## config.mk

```make
export PLATFORM = sky130hd
export DESIGN_NAME = sp_serial_port
export DESIGN_NICKNAME = d
export VERILOG_FILES = /design/src/sp_pkg.sv /design/src/sp_baud.sv /design/src/sp_serial_port.sv /design/src/sp_sync.sv
export SDC_FILE = /design/constraint.sdc
export NUM_CORES = 1
export LEC_CHECK = 0
export ABC_AREA = 0
export BUFFER_PORTS_ARGS = -buffer_cell sky130_fd_sc_hd__buf_2
export CORE_MARGIN = 8
export CORE_UTILIZATION = 59
export CTS_BUF_LIST = sky130_fd_sc_hd__clkbuf_8
export DETAILED_ROUTE_END_ITERATION = 10
export PLACE_DENSITY = 0.82
export SETUP_SLACK_MARGIN = 0.4
export SYNTH_ARGS = -nofsm -noshare
export SYNTH_HDL_FRONTEND = slang
export SYNTH_SLANG_ARGS = --single-unit
export TNS_END_PERCENT = 50
```

## constraint.sdc

```tcl
create_clock -name clk_i -period 2.48 [get_ports clk_i]
set_input_delay 0.496 -clock clk_i [delete_from_list [all_inputs] [get_ports clk_i]]
set_output_delay 0.496 -clock clk_i [all_outputs]
set_load 0.01 [all_outputs]
```

## src/sp_pkg.sv

```systemverilog
// Serial port package: register map, field layout, machine-cycle timing,
// mode and sequencer enumerations, shared helper functions.
// Assumes the core clock is the oscillator itself (40 MHz).
package sp_pkg;

   // Machine cycle: six states of two phases each
   localparam int unsigned OSC_PER_MCYCLE = 12;
   localparam logic [3:0]  PH_S1P1 = 4'h0;
   localparam logic [3:0]  PH_S3P1 = 4'h4;
   localparam logic [3:0]  PH_S5P2 = 4'h9;
   localparam logic [3:0]  PH_S6P1 = 4'hA;
   localparam logic [3:0]  PH_S6P2 = 4'hB;
   localparam logic [3:0]  PH_LAST = 4'(OSC_PER_MCYCLE - 1);

   // Register byte addresses
   localparam logic [7:0] ADR_BUF  = 8'h00;
   localparam logic [7:0] ADR_CTL  = 8'h04;
   localparam logic [7:0] ADR_PWR  = 8'h08;
   localparam logic [7:0] ADR_TIMER_MODE_REG = 8'h0C;
   localparam logic [7:0] ADR_RLD  = 8'h10;
   localparam logic [7:0] ADR_TRUN = 8'h14;
   localparam logic [7:0] REG_RST  = 8'h00;

   // Control register fields
   localparam int CTL_RI      = 0;
   localparam int CTL_TI      = 1;
   localparam int CTL_RB8     = 2;
   localparam int CTL_TB8     = 3;
   localparam int CTL_REN     = 4;
   localparam int CTL_SM2     = 5;
   localparam int CTL_MODE_LO = 6;
   localparam int CTL_MODE_HI = 7;
   localparam int PWR_BAUD_DOUBLER    = 7;
   localparam int TRUN_BIT    = 0;
   localparam int TIMER_MODE_REG_T1_LO  = 4;
   localparam int TIMER_MODE_REG_T1_HI  = 7;

   // Shift register seeds and bit-time sampling points
   localparam logic [7:0] RX0_SEED   = 8'hFE;
   localparam logic [8:0] RX1_SEED   = 9'h1FF;
   localparam logic [8:0] TX_MARKER  = 9'h100;
   localparam logic [7:0] TX_ENDPAT  = 8'h01;
   localparam logic [3:0] SAMP_A     = 4'h7;
   localparam logic [3:0] SAMP_B     = 4'h8;
   localparam logic [3:0] SAMP_C     = 4'h9;
   localparam logic [3:0] CNT16_LAST = 4'hF;

   // Timer 1 auto-reload and fixed-rate dividers
   localparam logic [3:0] T1_AUTO    = 4'h2;
   localparam logic [7:0] T1_TOP     = 8'hFF;
   localparam logic [1:0] M2_DIV64   = 2'h3;
   localparam logic [1:0] M2_DIV32   = 2'h1;

   typedef enum logic [1:0] {SP_MODE0, SP_MODE1, SP_MODE2, SP_MODE3}
      sp_mode_t;
   typedef enum logic [2:0] {TX_IDLE, TX_REQ, TX_WAIT, TX_SEND, TX_LAST}
      sp_tx_t;
   typedef enum logic [1:0] {RX_IDLE, RX_ARMED, RX_BUSY, RX_LAST}
      sp_rx_t;

   function automatic logic majority3(input logic [2:0] v);
      majority3 = (v[0] & v[1]) | (v[0] & v[2]) | (v[1] & v[2]);
   endfunction : majority3

   function automatic logic [7:0] rev8(input logic [7:0] v);
      for (int i = 0; i < 8; i++)
      begin
         rev8[i] = v[7 - i];
      end
   endfunction : rev8

endpackage : sp_pkg

```

## src/sp_baud.sv

```systemverilog
// Bit-rate generator: timer 1 in 8-bit auto-reload, the 16x tick for the
// asynchronous modes. Assumes mcycle_i pulses once per machine cycle.
`timescale 1ns/10ps
module sp_baud
   import sp_pkg::*;
(
   // Clock and reset
   input  wire logic       clk_i,
   input  wire logic       rst_i,
   // Configuration
   input  sp_mode_t        mode_i,
   input  wire logic       baud_doubler_i,
   input  wire logic [3:0] t1_mode_i,
   input  wire logic       t1_run_i,
   input  wire logic [7:0] t1_reload_i,
   input  wire logic       mcycle_i,
   // Sixteen ticks per bit time
   output logic            tick16_o
);

   typedef struct packed {
      logic [7:0] count;
      logic       half;
      logic [1:0] div;
      logic       tick;
   } sp_baud_t;

   sp_baud_t s;
   sp_baud_t next_s;
   logic     ovf;

   always_comb
   begin
      next_s = s;
      ovf    = 1'b0;
      // Only the auto-reload mode is modelled; one step per machine cycle
      if (t1_run_i && t1_mode_i == T1_AUTO && mcycle_i)
      begin
         if (s.count == T1_TOP)
         begin
            next_s.count = t1_reload_i;
            ovf          = 1'b1;
         end
         else
            next_s.count = s.count + 8'h01;
      end
      next_s.tick = 1'b0;
      if (mode_i == SP_MODE2)
      begin
         // 16 ticks per bit: osc/4 or osc/2
         if (s.div == (baud_doubler_i ? M2_DIV32 : M2_DIV64))
         begin
            next_s.div  = 2'h0;
            next_s.tick = 1'b1;
         end
         else
            next_s.div = s.div + 2'h1;
      end
      else if (ovf)
      begin
         // Overflow rate times 2^doubler over 32
         next_s.half = ~s.half;
         next_s.tick = baud_doubler_i | s.half;
      end
   end

   always_ff @(posedge clk_i)
   begin
      if (rst_i)
         s <= '0;
      else
         s <= next_s;
   end

   assign tick16_o = s.tick;

endmodule : sp_baud

```

## src/sp_serial_port.sv

```systemverilog
// Serial port top: Wishbone register slave, machine-cycle sequencer,
// synchronous shift mode 0 and asynchronous 10-bit mode 1.
// Assumes a classic Wishbone master and external pins on rxd/txd.
//
// Functional notes
// - Mode 0 bit rate is oscillator over 12.
// - Mode 2 rate osc/64, or osc/32 doubled.
// - Modes 1,3 rate: timer overflow, doubler, /32.
// - Auto-reload timer overflows every 256-reload steps.
// - Tabulated reload settings give the listed rates.
// - Mode 0: data on rxd, clock on txd.
// - Mode 0 write: marker loaded, send one cycle later.
// - Sending drives data and shift clock S3-S5 low.
// - Each S6P2 while sending, shift right, zero fill.
// - Marker-only left: last shift, done at S1P1.
// - Receive when enabled and done clear; seed 11111110.
// - Clock toggles S3P1/S6P1; shift left at S6P2.
// - Zero reaches left: final shift, load, flag.
// - Mode 1 frame start, eight data, stop.
// - Mode 1 start after next divide-by-16 rollover.
// - Start bit, then data, then first shift.
// - Marker left alone: last shift, then done flag.
// - Sample input 16x; falling edge resets counter.
// - Majority of samples seven, eight and nine.
// - Start bit not zero: abandon and search again.
// - Final shift; load only if flag, filter allow.
// - Buffer write feeds transmit, read gives receive.
// - Interrupt request is OR of both done flags.
`timescale 1ns/10ps
module sp_serial_port
   import sp_pkg::*;
(
   // Clock and reset
   input  wire logic        clk_i,
   input  wire logic        rst_i,
   // Wishbone slave
   input  wire logic        wb_cyc_i,
   input  wire logic        wb_stb_i,
   input  wire logic        wb_we_i,
   input  wire logic [7:0]  wb_adr_i,
   input  wire logic [3:0]  wb_sel_i,
   input  wire logic [31:0] wb_dat_i,
   output logic [31:0]      wb_dat_o,
   output logic             wb_ack_o,
   // Serial pins
   input  wire logic        rxd_i,
   output logic             rxd_o,
   output logic             rxd_oe_o,
   output logic             txd_o,
   // Interrupt request
   output logic             serial_irq_o
);

   typedef struct packed {
      logic [3:0]  phase;
      sp_tx_t      tx_st;
      logic [8:0]  tx_shift;
      logic        tx_data_en;
      logic [3:0]  tx_cnt16;
      sp_rx_t      rx_st;
      logic [8:0]  rx_shift;
      logic        rx_first;
      logic [3:0]  rx_cnt16;
      logic [2:0]  rx_samp;
      logic        rx_bit0;
      logic        rx_prev;
      logic [7:0]  serial_buffer;
      logic [7:0]  serial_control_reg;
      logic [7:0]  power_control_reg;
      logic [7:0]  timer_mode_reg;
      logic [7:0]  timer1_reload_byte;
      logic [7:0]  timer_run_reg;
      logic        ack;
      logic [31:0] dat;
   } sp_state_t;

   sp_state_t s;
   sp_state_t next_s;

   sp_mode_t   mode;
   logic       mode0;
   logic       rxd_sync;
   logic       tick16;
   logic       mcycle;
   logic       access;
   logic       wr;
   logic       shift_clk;
   logic       tx_roll;
   logic       rx_maj;
   logic [8:0] rx_next;
   logic [7:0] rd_byte;

   assign mode   = sp_mode_t'(s.serial_control_reg[CTL_MODE_HI:CTL_MODE_LO]);
   assign mode0  = (mode == SP_MODE0);
   assign mcycle = (s.phase == PH_LAST);
   assign access = wb_cyc_i & wb_stb_i & ~s.ack;
   assign wr     = access & wb_we_i & wb_sel_i[0];

   sp_sync u_sync (
      .clk_i   (clk_i),
      .rst_i   (rst_i),
      .pin_i   (rxd_i),
      .level_o (rxd_sync)
   );

   sp_baud u_baud (
      .clk_i          (clk_i),
      .rst_i          (rst_i),
      .mode_i         (mode),
      .baud_doubler_i (s.power_control_reg[PWR_BAUD_DOUBLER]),
      .t1_mode_i      (s.timer_mode_reg[TIMER_MODE_REG_T1_HI:TIMER_MODE_REG_T1_LO]),
      .t1_run_i       (s.timer_run_reg[TRUN_BIT]),
      .t1_reload_i    (s.timer1_reload_byte),
      .mcycle_i       (mcycle),
      .tick16_o       (tick16)
   );

   // Read mux; unmapped addresses read as zero
   always_comb
   begin
      unique case (wb_adr_i)
         ADR_BUF:  rd_byte = s.serial_buffer;
         ADR_CTL:  rd_byte = s.serial_control_reg;
         ADR_PWR:  rd_byte = s.power_control_reg;
         ADR_TIMER_MODE_REG: rd_byte = s.timer_mode_reg;
         ADR_RLD:  rd_byte = s.timer1_reload_byte;
         ADR_TRUN: rd_byte = s.timer_run_reg;
         default:  rd_byte = REG_RST;
      endcase
   end

   always_comb
   begin
      next_s = s;
      tx_roll = 1'b0;
      rx_maj  = majority3(s.rx_samp);
      rx_next = {s.rx_shift[7:0], rx_maj};

      // Machine cycle: twelve clocks, one per phase
      next_s.phase = mcycle ? PH_S1P1 : s.phase + 4'h1;

      // Bus slave: one wait state, ack for exactly one cycle
      next_s.ack = access;
      if (access)
         next_s.dat = {24'h000000, rd_byte};
      if (wr)
      begin
         unique case (wb_adr_i)
            ADR_BUF:
            begin
               // Ninth position carries the marker/stop bit
               next_s.tx_shift   = TX_MARKER | {1'b0, wb_dat_i[7:0]};
               next_s.tx_st      = TX_REQ;
               next_s.tx_data_en = 1'b0;
            end
            ADR_CTL:  next_s.serial_control_reg = wb_dat_i[7:0];
            ADR_PWR:  next_s.power_control_reg  = wb_dat_i[7:0];
            ADR_TIMER_MODE_REG: next_s.timer_mode_reg     = wb_dat_i[7:0];
            ADR_RLD:  next_s.timer1_reload_byte = wb_dat_i[7:0];
            ADR_TRUN: next_s.timer_run_reg      = wb_dat_i[7:0];
            default:  next_s.dat                = s.dat;
         endcase
      end

      // Divide-by-16 counter that paces transmit bit times
      if (tick16)
      begin
         next_s.tx_cnt16 = s.tx_cnt16 + 4'h1;
         tx_roll = (s.tx_cnt16 == CNT16_LAST);
      end

      // Transmit sequencer
      if (!(wr && wb_adr_i == ADR_BUF))
      begin
         unique case (s.tx_st)
            TX_IDLE: next_s.tx_st = TX_IDLE;
            TX_REQ:
            begin
               if (mode0 ? (s.phase == PH_S6P2) : tx_roll)
                  next_s.tx_st = TX_WAIT;
            end
            TX_WAIT:
            begin
               // Mode 0: one whole machine cycle before sending
               if (mode0 ? (s.phase == PH_S6P2) : (s.phase == PH_S1P1))
                  next_s.tx_st = TX_SEND;
            end
            TX_SEND:
            begin
               if (mode0 && s.phase == PH_S6P2)
               begin
                  next_s.tx_shift = {1'b0, s.tx_shift[8:1]};
                  if (s.tx_shift[8:1] == TX_ENDPAT)
                     next_s.tx_st = TX_LAST;
               end
               else if (!mode0 && tx_roll)
               begin
                  if (!s.tx_data_en)
                     next_s.tx_data_en = 1'b1;
                  else
                  begin
                     next_s.tx_shift = {1'b0, s.tx_shift[8:1]};
                     if (s.tx_shift[8:1] == TX_ENDPAT)
                        next_s.tx_st = TX_LAST;
                  end
               end
            end
            TX_LAST:
            begin
               if (mode0 ? (s.phase == PH_S1P1) : tx_roll)
               begin
                  next_s.tx_st = TX_IDLE;
                  next_s.serial_control_reg[CTL_TI] = 1'b1;
               end
            end
         endcase
      end

      // Receive sequencer
      unique case (s.rx_st)
         RX_IDLE:
         begin
            if (mode0)
            begin
               if (s.serial_control_reg[CTL_REN] &&
                   !s.serial_control_reg[CTL_RI])
                  next_s.rx_st = RX_ARMED;
            end
            else if (tick16)
            begin
               // Falling edge restarts the bit-time counter
               next_s.rx_prev = rxd_sync;
               if (s.rx_prev && !rxd_sync)
               begin
                  next_s.rx_st    = RX_BUSY;
                  next_s.rx_cnt16 = 4'h0;
                  next_s.rx_shift = RX1_SEED;
                  next_s.rx_first = 1'b1;
               end
            end
         end
         RX_ARMED:
         begin
            if (s.phase == PH_S6P2)
            begin
               next_s.rx_shift = {1'b1, RX0_SEED};
               next_s.rx_st    = RX_BUSY;
            end
         end
         RX_BUSY:
         begin
            if (mode0)
            begin
               if (s.phase == PH_S5P2)
                  next_s.rx_bit0 = rxd_sync;
               if (s.phase == PH_S6P2)
               begin
                  next_s.rx_shift = {1'b1, s.rx_shift[6:0], s.rx_bit0};
                  if (!s.rx_shift[7])
                  begin
                     // Final shift loads the buffer, LSB first
                     next_s.serial_buffer =
                        rev8({s.rx_shift[6:0], s.rx_bit0});
                     next_s.rx_st = RX_LAST;
                  end
               end
            end
            else if (tick16)
            begin
               next_s.rx_prev  = rxd_sync;
               next_s.rx_cnt16 = s.rx_cnt16 + 4'h1;
               if (s.rx_cnt16 == SAMP_A || s.rx_cnt16 == SAMP_B ||
                   s.rx_cnt16 == SAMP_C)
                  next_s.rx_samp = {s.rx_samp[1:0], rxd_sync};
               if (s.rx_cnt16 == CNT16_LAST)
               begin
                  next_s.rx_first = 1'b0;
                  if (s.rx_first && rx_maj)
                     next_s.rx_st = RX_IDLE;
                  else if (!s.rx_shift[8])
                  begin
                     // Start bit at the left end: frame complete
                     next_s.rx_st = RX_IDLE;
                     if (!s.serial_control_reg[CTL_RI] &&
                         (!s.serial_control_reg[CTL_SM2] || rx_maj))
                     begin
                        next_s.serial_buffer = rev8(rx_next[8:1]);
                        next_s.serial_control_reg[CTL_RB8] = rx_maj;
                        next_s.serial_control_reg[CTL_RI]  = 1'b1;
                     end
                  end
                  else
                     next_s.rx_shift = rx_next;
               end
            end
         end
         RX_LAST:
         begin
            if (s.phase == PH_S1P1)
            begin
               next_s.rx_st = RX_IDLE;
               next_s.serial_control_reg[CTL_RI] = 1'b1;
            end
         end
      endcase

      // A mode change abandons a reception in progress
      if (wr && wb_adr_i == ADR_CTL &&
          wb_dat_i[CTL_MODE_HI:CTL_MODE_LO] !=
          s.serial_control_reg[CTL_MODE_HI:CTL_MODE_LO])
         next_s.rx_st = RX_IDLE;
   end

   always_ff @(posedge clk_i)
   begin
      if (rst_i)
      begin
         s            <= '0;
         s.tx_st      <= TX_IDLE;
         s.rx_st      <= RX_IDLE;
         s.rx_prev    <= 1'b1;
      end
      else
         s <= next_s;
   end

   // Shift clock low from S3P1 until S6P1
   assign shift_clk = (s.phase < PH_S3P1) || (s.phase >= PH_S6P1);

   always_comb
   begin
      rxd_o    = 1'b1;
      rxd_oe_o = 1'b0;
      txd_o    = 1'b1;
      if (mode0)
      begin
         if (s.tx_st == TX_SEND || s.tx_st == TX_LAST)
         begin
            rxd_o    = s.tx_shift[0];
            rxd_oe_o = 1'b1;
            txd_o    = shift_clk;
         end
         else if (s.rx_st == RX_BUSY || s.rx_st == RX_LAST)
            txd_o = shift_clk;
      end
      else if (s.tx_st == TX_SEND || s.tx_st == TX_LAST)
         txd_o = s.tx_data_en ? s.tx_shift[0] : 1'b0;
   end

   assign wb_dat_o     = s.dat;
   assign wb_ack_o     = s.ack;
   assign serial_irq_o = s.serial_control_reg[CTL_RI] |
                         s.serial_control_reg[CTL_TI];

endmodule : sp_serial_port

```

## src/sp_sync.sv

```systemverilog
// Two-flop synchroniser for the serial input pin.
// Assumes the pin is asynchronous to clk_i.
`timescale 1ns/10ps
module sp_sync
   import sp_pkg::*;
(
   // Clock and reset
   input  wire logic clk_i,
   input  wire logic rst_i,
   // Pin and synchronised level
   input  wire logic pin_i,
   output logic      level_o
);

   typedef struct packed {
      logic meta;
      logic level;
   } sp_sync_t;

   sp_sync_t s;
   sp_sync_t next_s;

   always_comb
   begin
      next_s.meta  = pin_i;
      next_s.level = s.meta;
   end

   // Idle line is high, so reset to 1 to avoid a false start edge
   always_ff @(posedge clk_i)
   begin
      if (rst_i)
         s <= '1;
      else
         s <= next_s;
   end

   assign level_o = s.level;

endmodule : sp_sync

```

==> qor.yml <==
run:
  maxCapViolCount: 0
power_and_ir_drop:
  p_sw_mw: 1.24
  swShare: 0.286
  ir_drop_uv: 679
  total_power_mw: 4.35
  comb_power_share: 0.125
  p_int_mw: 3.10
  p_per_area_nw_per_um2: 640
  p_leak_nw: 2.49
  pwr-share-clk: 0.421
  p_seq_frac: 0.454
critical_path:
  crit_path_start_kind: "flop"
  endpoint_kind: "primary output"
  cp_data_required_time_ns: 1.98
  cp.arrival_ns: 1.64
  crit_type: "flop to primary output"
  crit_fanout: 11
die:
  rows: 36
  die_w_um: 116
  dieArea_sq_um: 13600
  initial_core_util: 0.609
  die_height_um: 116
  io_pins: 87
  core_area_sq_um: 9770
timing:
  rsz0062_at_grt: "yes"
  max_freq_mhz: 468
  slew_violations: 0
  skew_ns: 0.00953
  finalCriticalPeriod_ns: 2.14
  setup_viol: 0
  hold_violations: 0
  worstMarginPinSlew_ns: 0.799
  fin_tns_setup_ns: 0
  relSlewSlack: 0.464
  post-route-period-util: 0.862
yosys:
  synth_top_area_cell: "dfxtp_1"
  synth_area_leaders: "dfxtp_1 38%, mux2i_1 7.2%, nor2_1 5.4%"
  synthArstFlopShare: 0
  synthesis.area_sq_um: 5950
  syn_inst: 701
  syn_area_per_cell_sq_um: 8.49
  synth-warning-count: 0
  synth_edf_count: 0
  synth-seq-area-share: 0.380
  ys_types: 68
  synth_top_area_frac: 0.380
  ys.flop_type: "dfxtp_1"
  ys_ff_latch: 113
clocking:
  clock-root-buffer: "clkbuf_8"
  cts_tree: "yes"
  h-tree-depth: 4
  cts.clk_slew.worst_paths_ns: 0.08
  cts.path.max_buffers: 2
  cts_buffers: 17
  clk-insertion-delay-late_ns: 0.45
  cts.sinks: 113
grt:
  antenna_found_initial: 0
  grt_pass1_vias: 5008
  grt-ovfl-total: 0
  grt_max_degree: 81
  grt_pass1_wl_mm: 24.7
  grt_util_all_layers: 0.234
detailed_routing:
  drt-pass1-iter-count: 5
  drtAntennaViolNets: 0
  wirelength_mm: 15.8
  drc: 0
  vias: 5426
  post_drt_via_cell_ratio: 6.12
  drt_iter0_drc: 556
  wire_per_inst_um: 17.8
min_path:
  hp-class: "input port to flop"
final_layout:
  drive_gt1_frac: 0.211
  nets: 802
  mostFrequentLayoutCells: "102 x dfxtp_1, 84 x nor2_1, 65 x nand2_1"
  area_growth_pct: 14.1
  final_common_cell: "dfxtp_1"
  diodes: 0
placed_design:
  port_buffers: 35
  dp_hpwl_mm: 10.6
  gp_congestion: 0.886
run_status:
  status: "finished clean"
[cells in the mapped netlist (8+ instances only)]
library cell and number:
buf_4 32, ha_1 12, nand2b_1 8, clkbuf_1 26
a211oi_1 13, buf_2 10, o21ai_0 31, nor2_1 86
a311oi_1 11, dfxtp_1 113, nand3_1 13, inv_1 15
a22o_1 14, nand2_1 65, mux2i_1 43, a21oi_1 54
nor3_1 15
[worst max-delay path, stage by stage (launching register included)]
cell,delay (ns)
dfxtp_2,0.40
or2_4,0.30
or3_1,0.35
buf_2,0.14
[cells by family (layout without fill, tap and decap cells)]
logic type / Yosys count / after routing / share of synthesized area
simple gates: 251 / 251 / 0.211
compound gates: 179 / 179 / 0.203
flops: 113 / 113 / 0.380
buf+inv: 88 / 117 / 0.0791
mux: 49 / 49 / 0.0894
fa+ha+maj: 13 / 13 / 0.0269
xor+xnor: 7 / 7 / 0.0103
other cells: 1 / 24 / 0.000630
[metal layers]
metal,GRT usage,share of wire,wire length [um]
met1,0.266,0.40,6280
met2,0.391,0.48,7620
met3,0.0631,0.078,1230
met4,0.135,0.042,666
met5,0,0,0
[power groups by stage]
| stage | logic (mW) | registers, mW | clock network, mW |
|---|---|---|---|
| after global routing | 0.592 | 1.98 | 1.94 |
| after floorplan | 0.387 | 1.98 | 0 |
| after global placement | 0.452 | 2.01 | 0 |
| after CTS | 0.494 | 1.97 | 1.86 |
| after detailed placement | 0.470 | 2.01 | 0 |
| final | 0.543 | 1.97 | 1.83 |
[flip-flops by register name, summed over array words and instances (netlist names)]
register / cells
s: 80
wb_dat_o: 8
rx_next: 8
wb_ack_o: 1
u_sync.level_o: 1
u_sync.next_s: 1
u_baud.s: 11
mode: 2
u_baud.tick16_o: 1
[timing repair]
| action | in CTS | in global routing |
|---|---|---|
| cloned | 0 | 1 |
| hold buffers | 0 | 0 |
| endpoints found under the setup margin | 23 | 38 |
| gates resized for setup | 21 | 18 |
| setup buffers | 5 | 6 |
| pin swaps | 1 | 8 |
[area by class of cell]
cell class / count / area [sq um]
clock buffer: 17 / 234
clock inverter: 15 / 184
fill: 779 / 2990
inverter: 15 / 56.3
multi-input combinational: 523 / 3400
sequential: 113 / 2280
tap: 133 / 166
timing repair buffer: 70 / 460
[final timing paths]
kind | start | to | slack [ns] | cells after the start
hold reg to reg | u_sync.next_s[0] | u_sync.level_o | 0.42 | 1
setup / recovery | mode[0] | rxd_o | 0.34 | 3
hold / removal | rxd_i | u_sync.next_s[0] | 0.23 | 2
setup reg to reg | s[100] | s[100] | 0.43 | 7
[per-stage QoR]
step                area [sq um]  worst slack (ns)  hold WS (ns)  cells   util
floorplan                   6040             0.441         0.389    724      -
global placement            6150             0.305         0.397    842  0.629
detailed placement          6150             0.209         0.401    842  0.629
CTS                         6680             0.289         0.196    879  0.683
global route                6790             0.273         0.198    886  0.694
finish                      6790             0.341         0.227    886  0.694
Note: power is estimated with default switching activity, not from simulation.
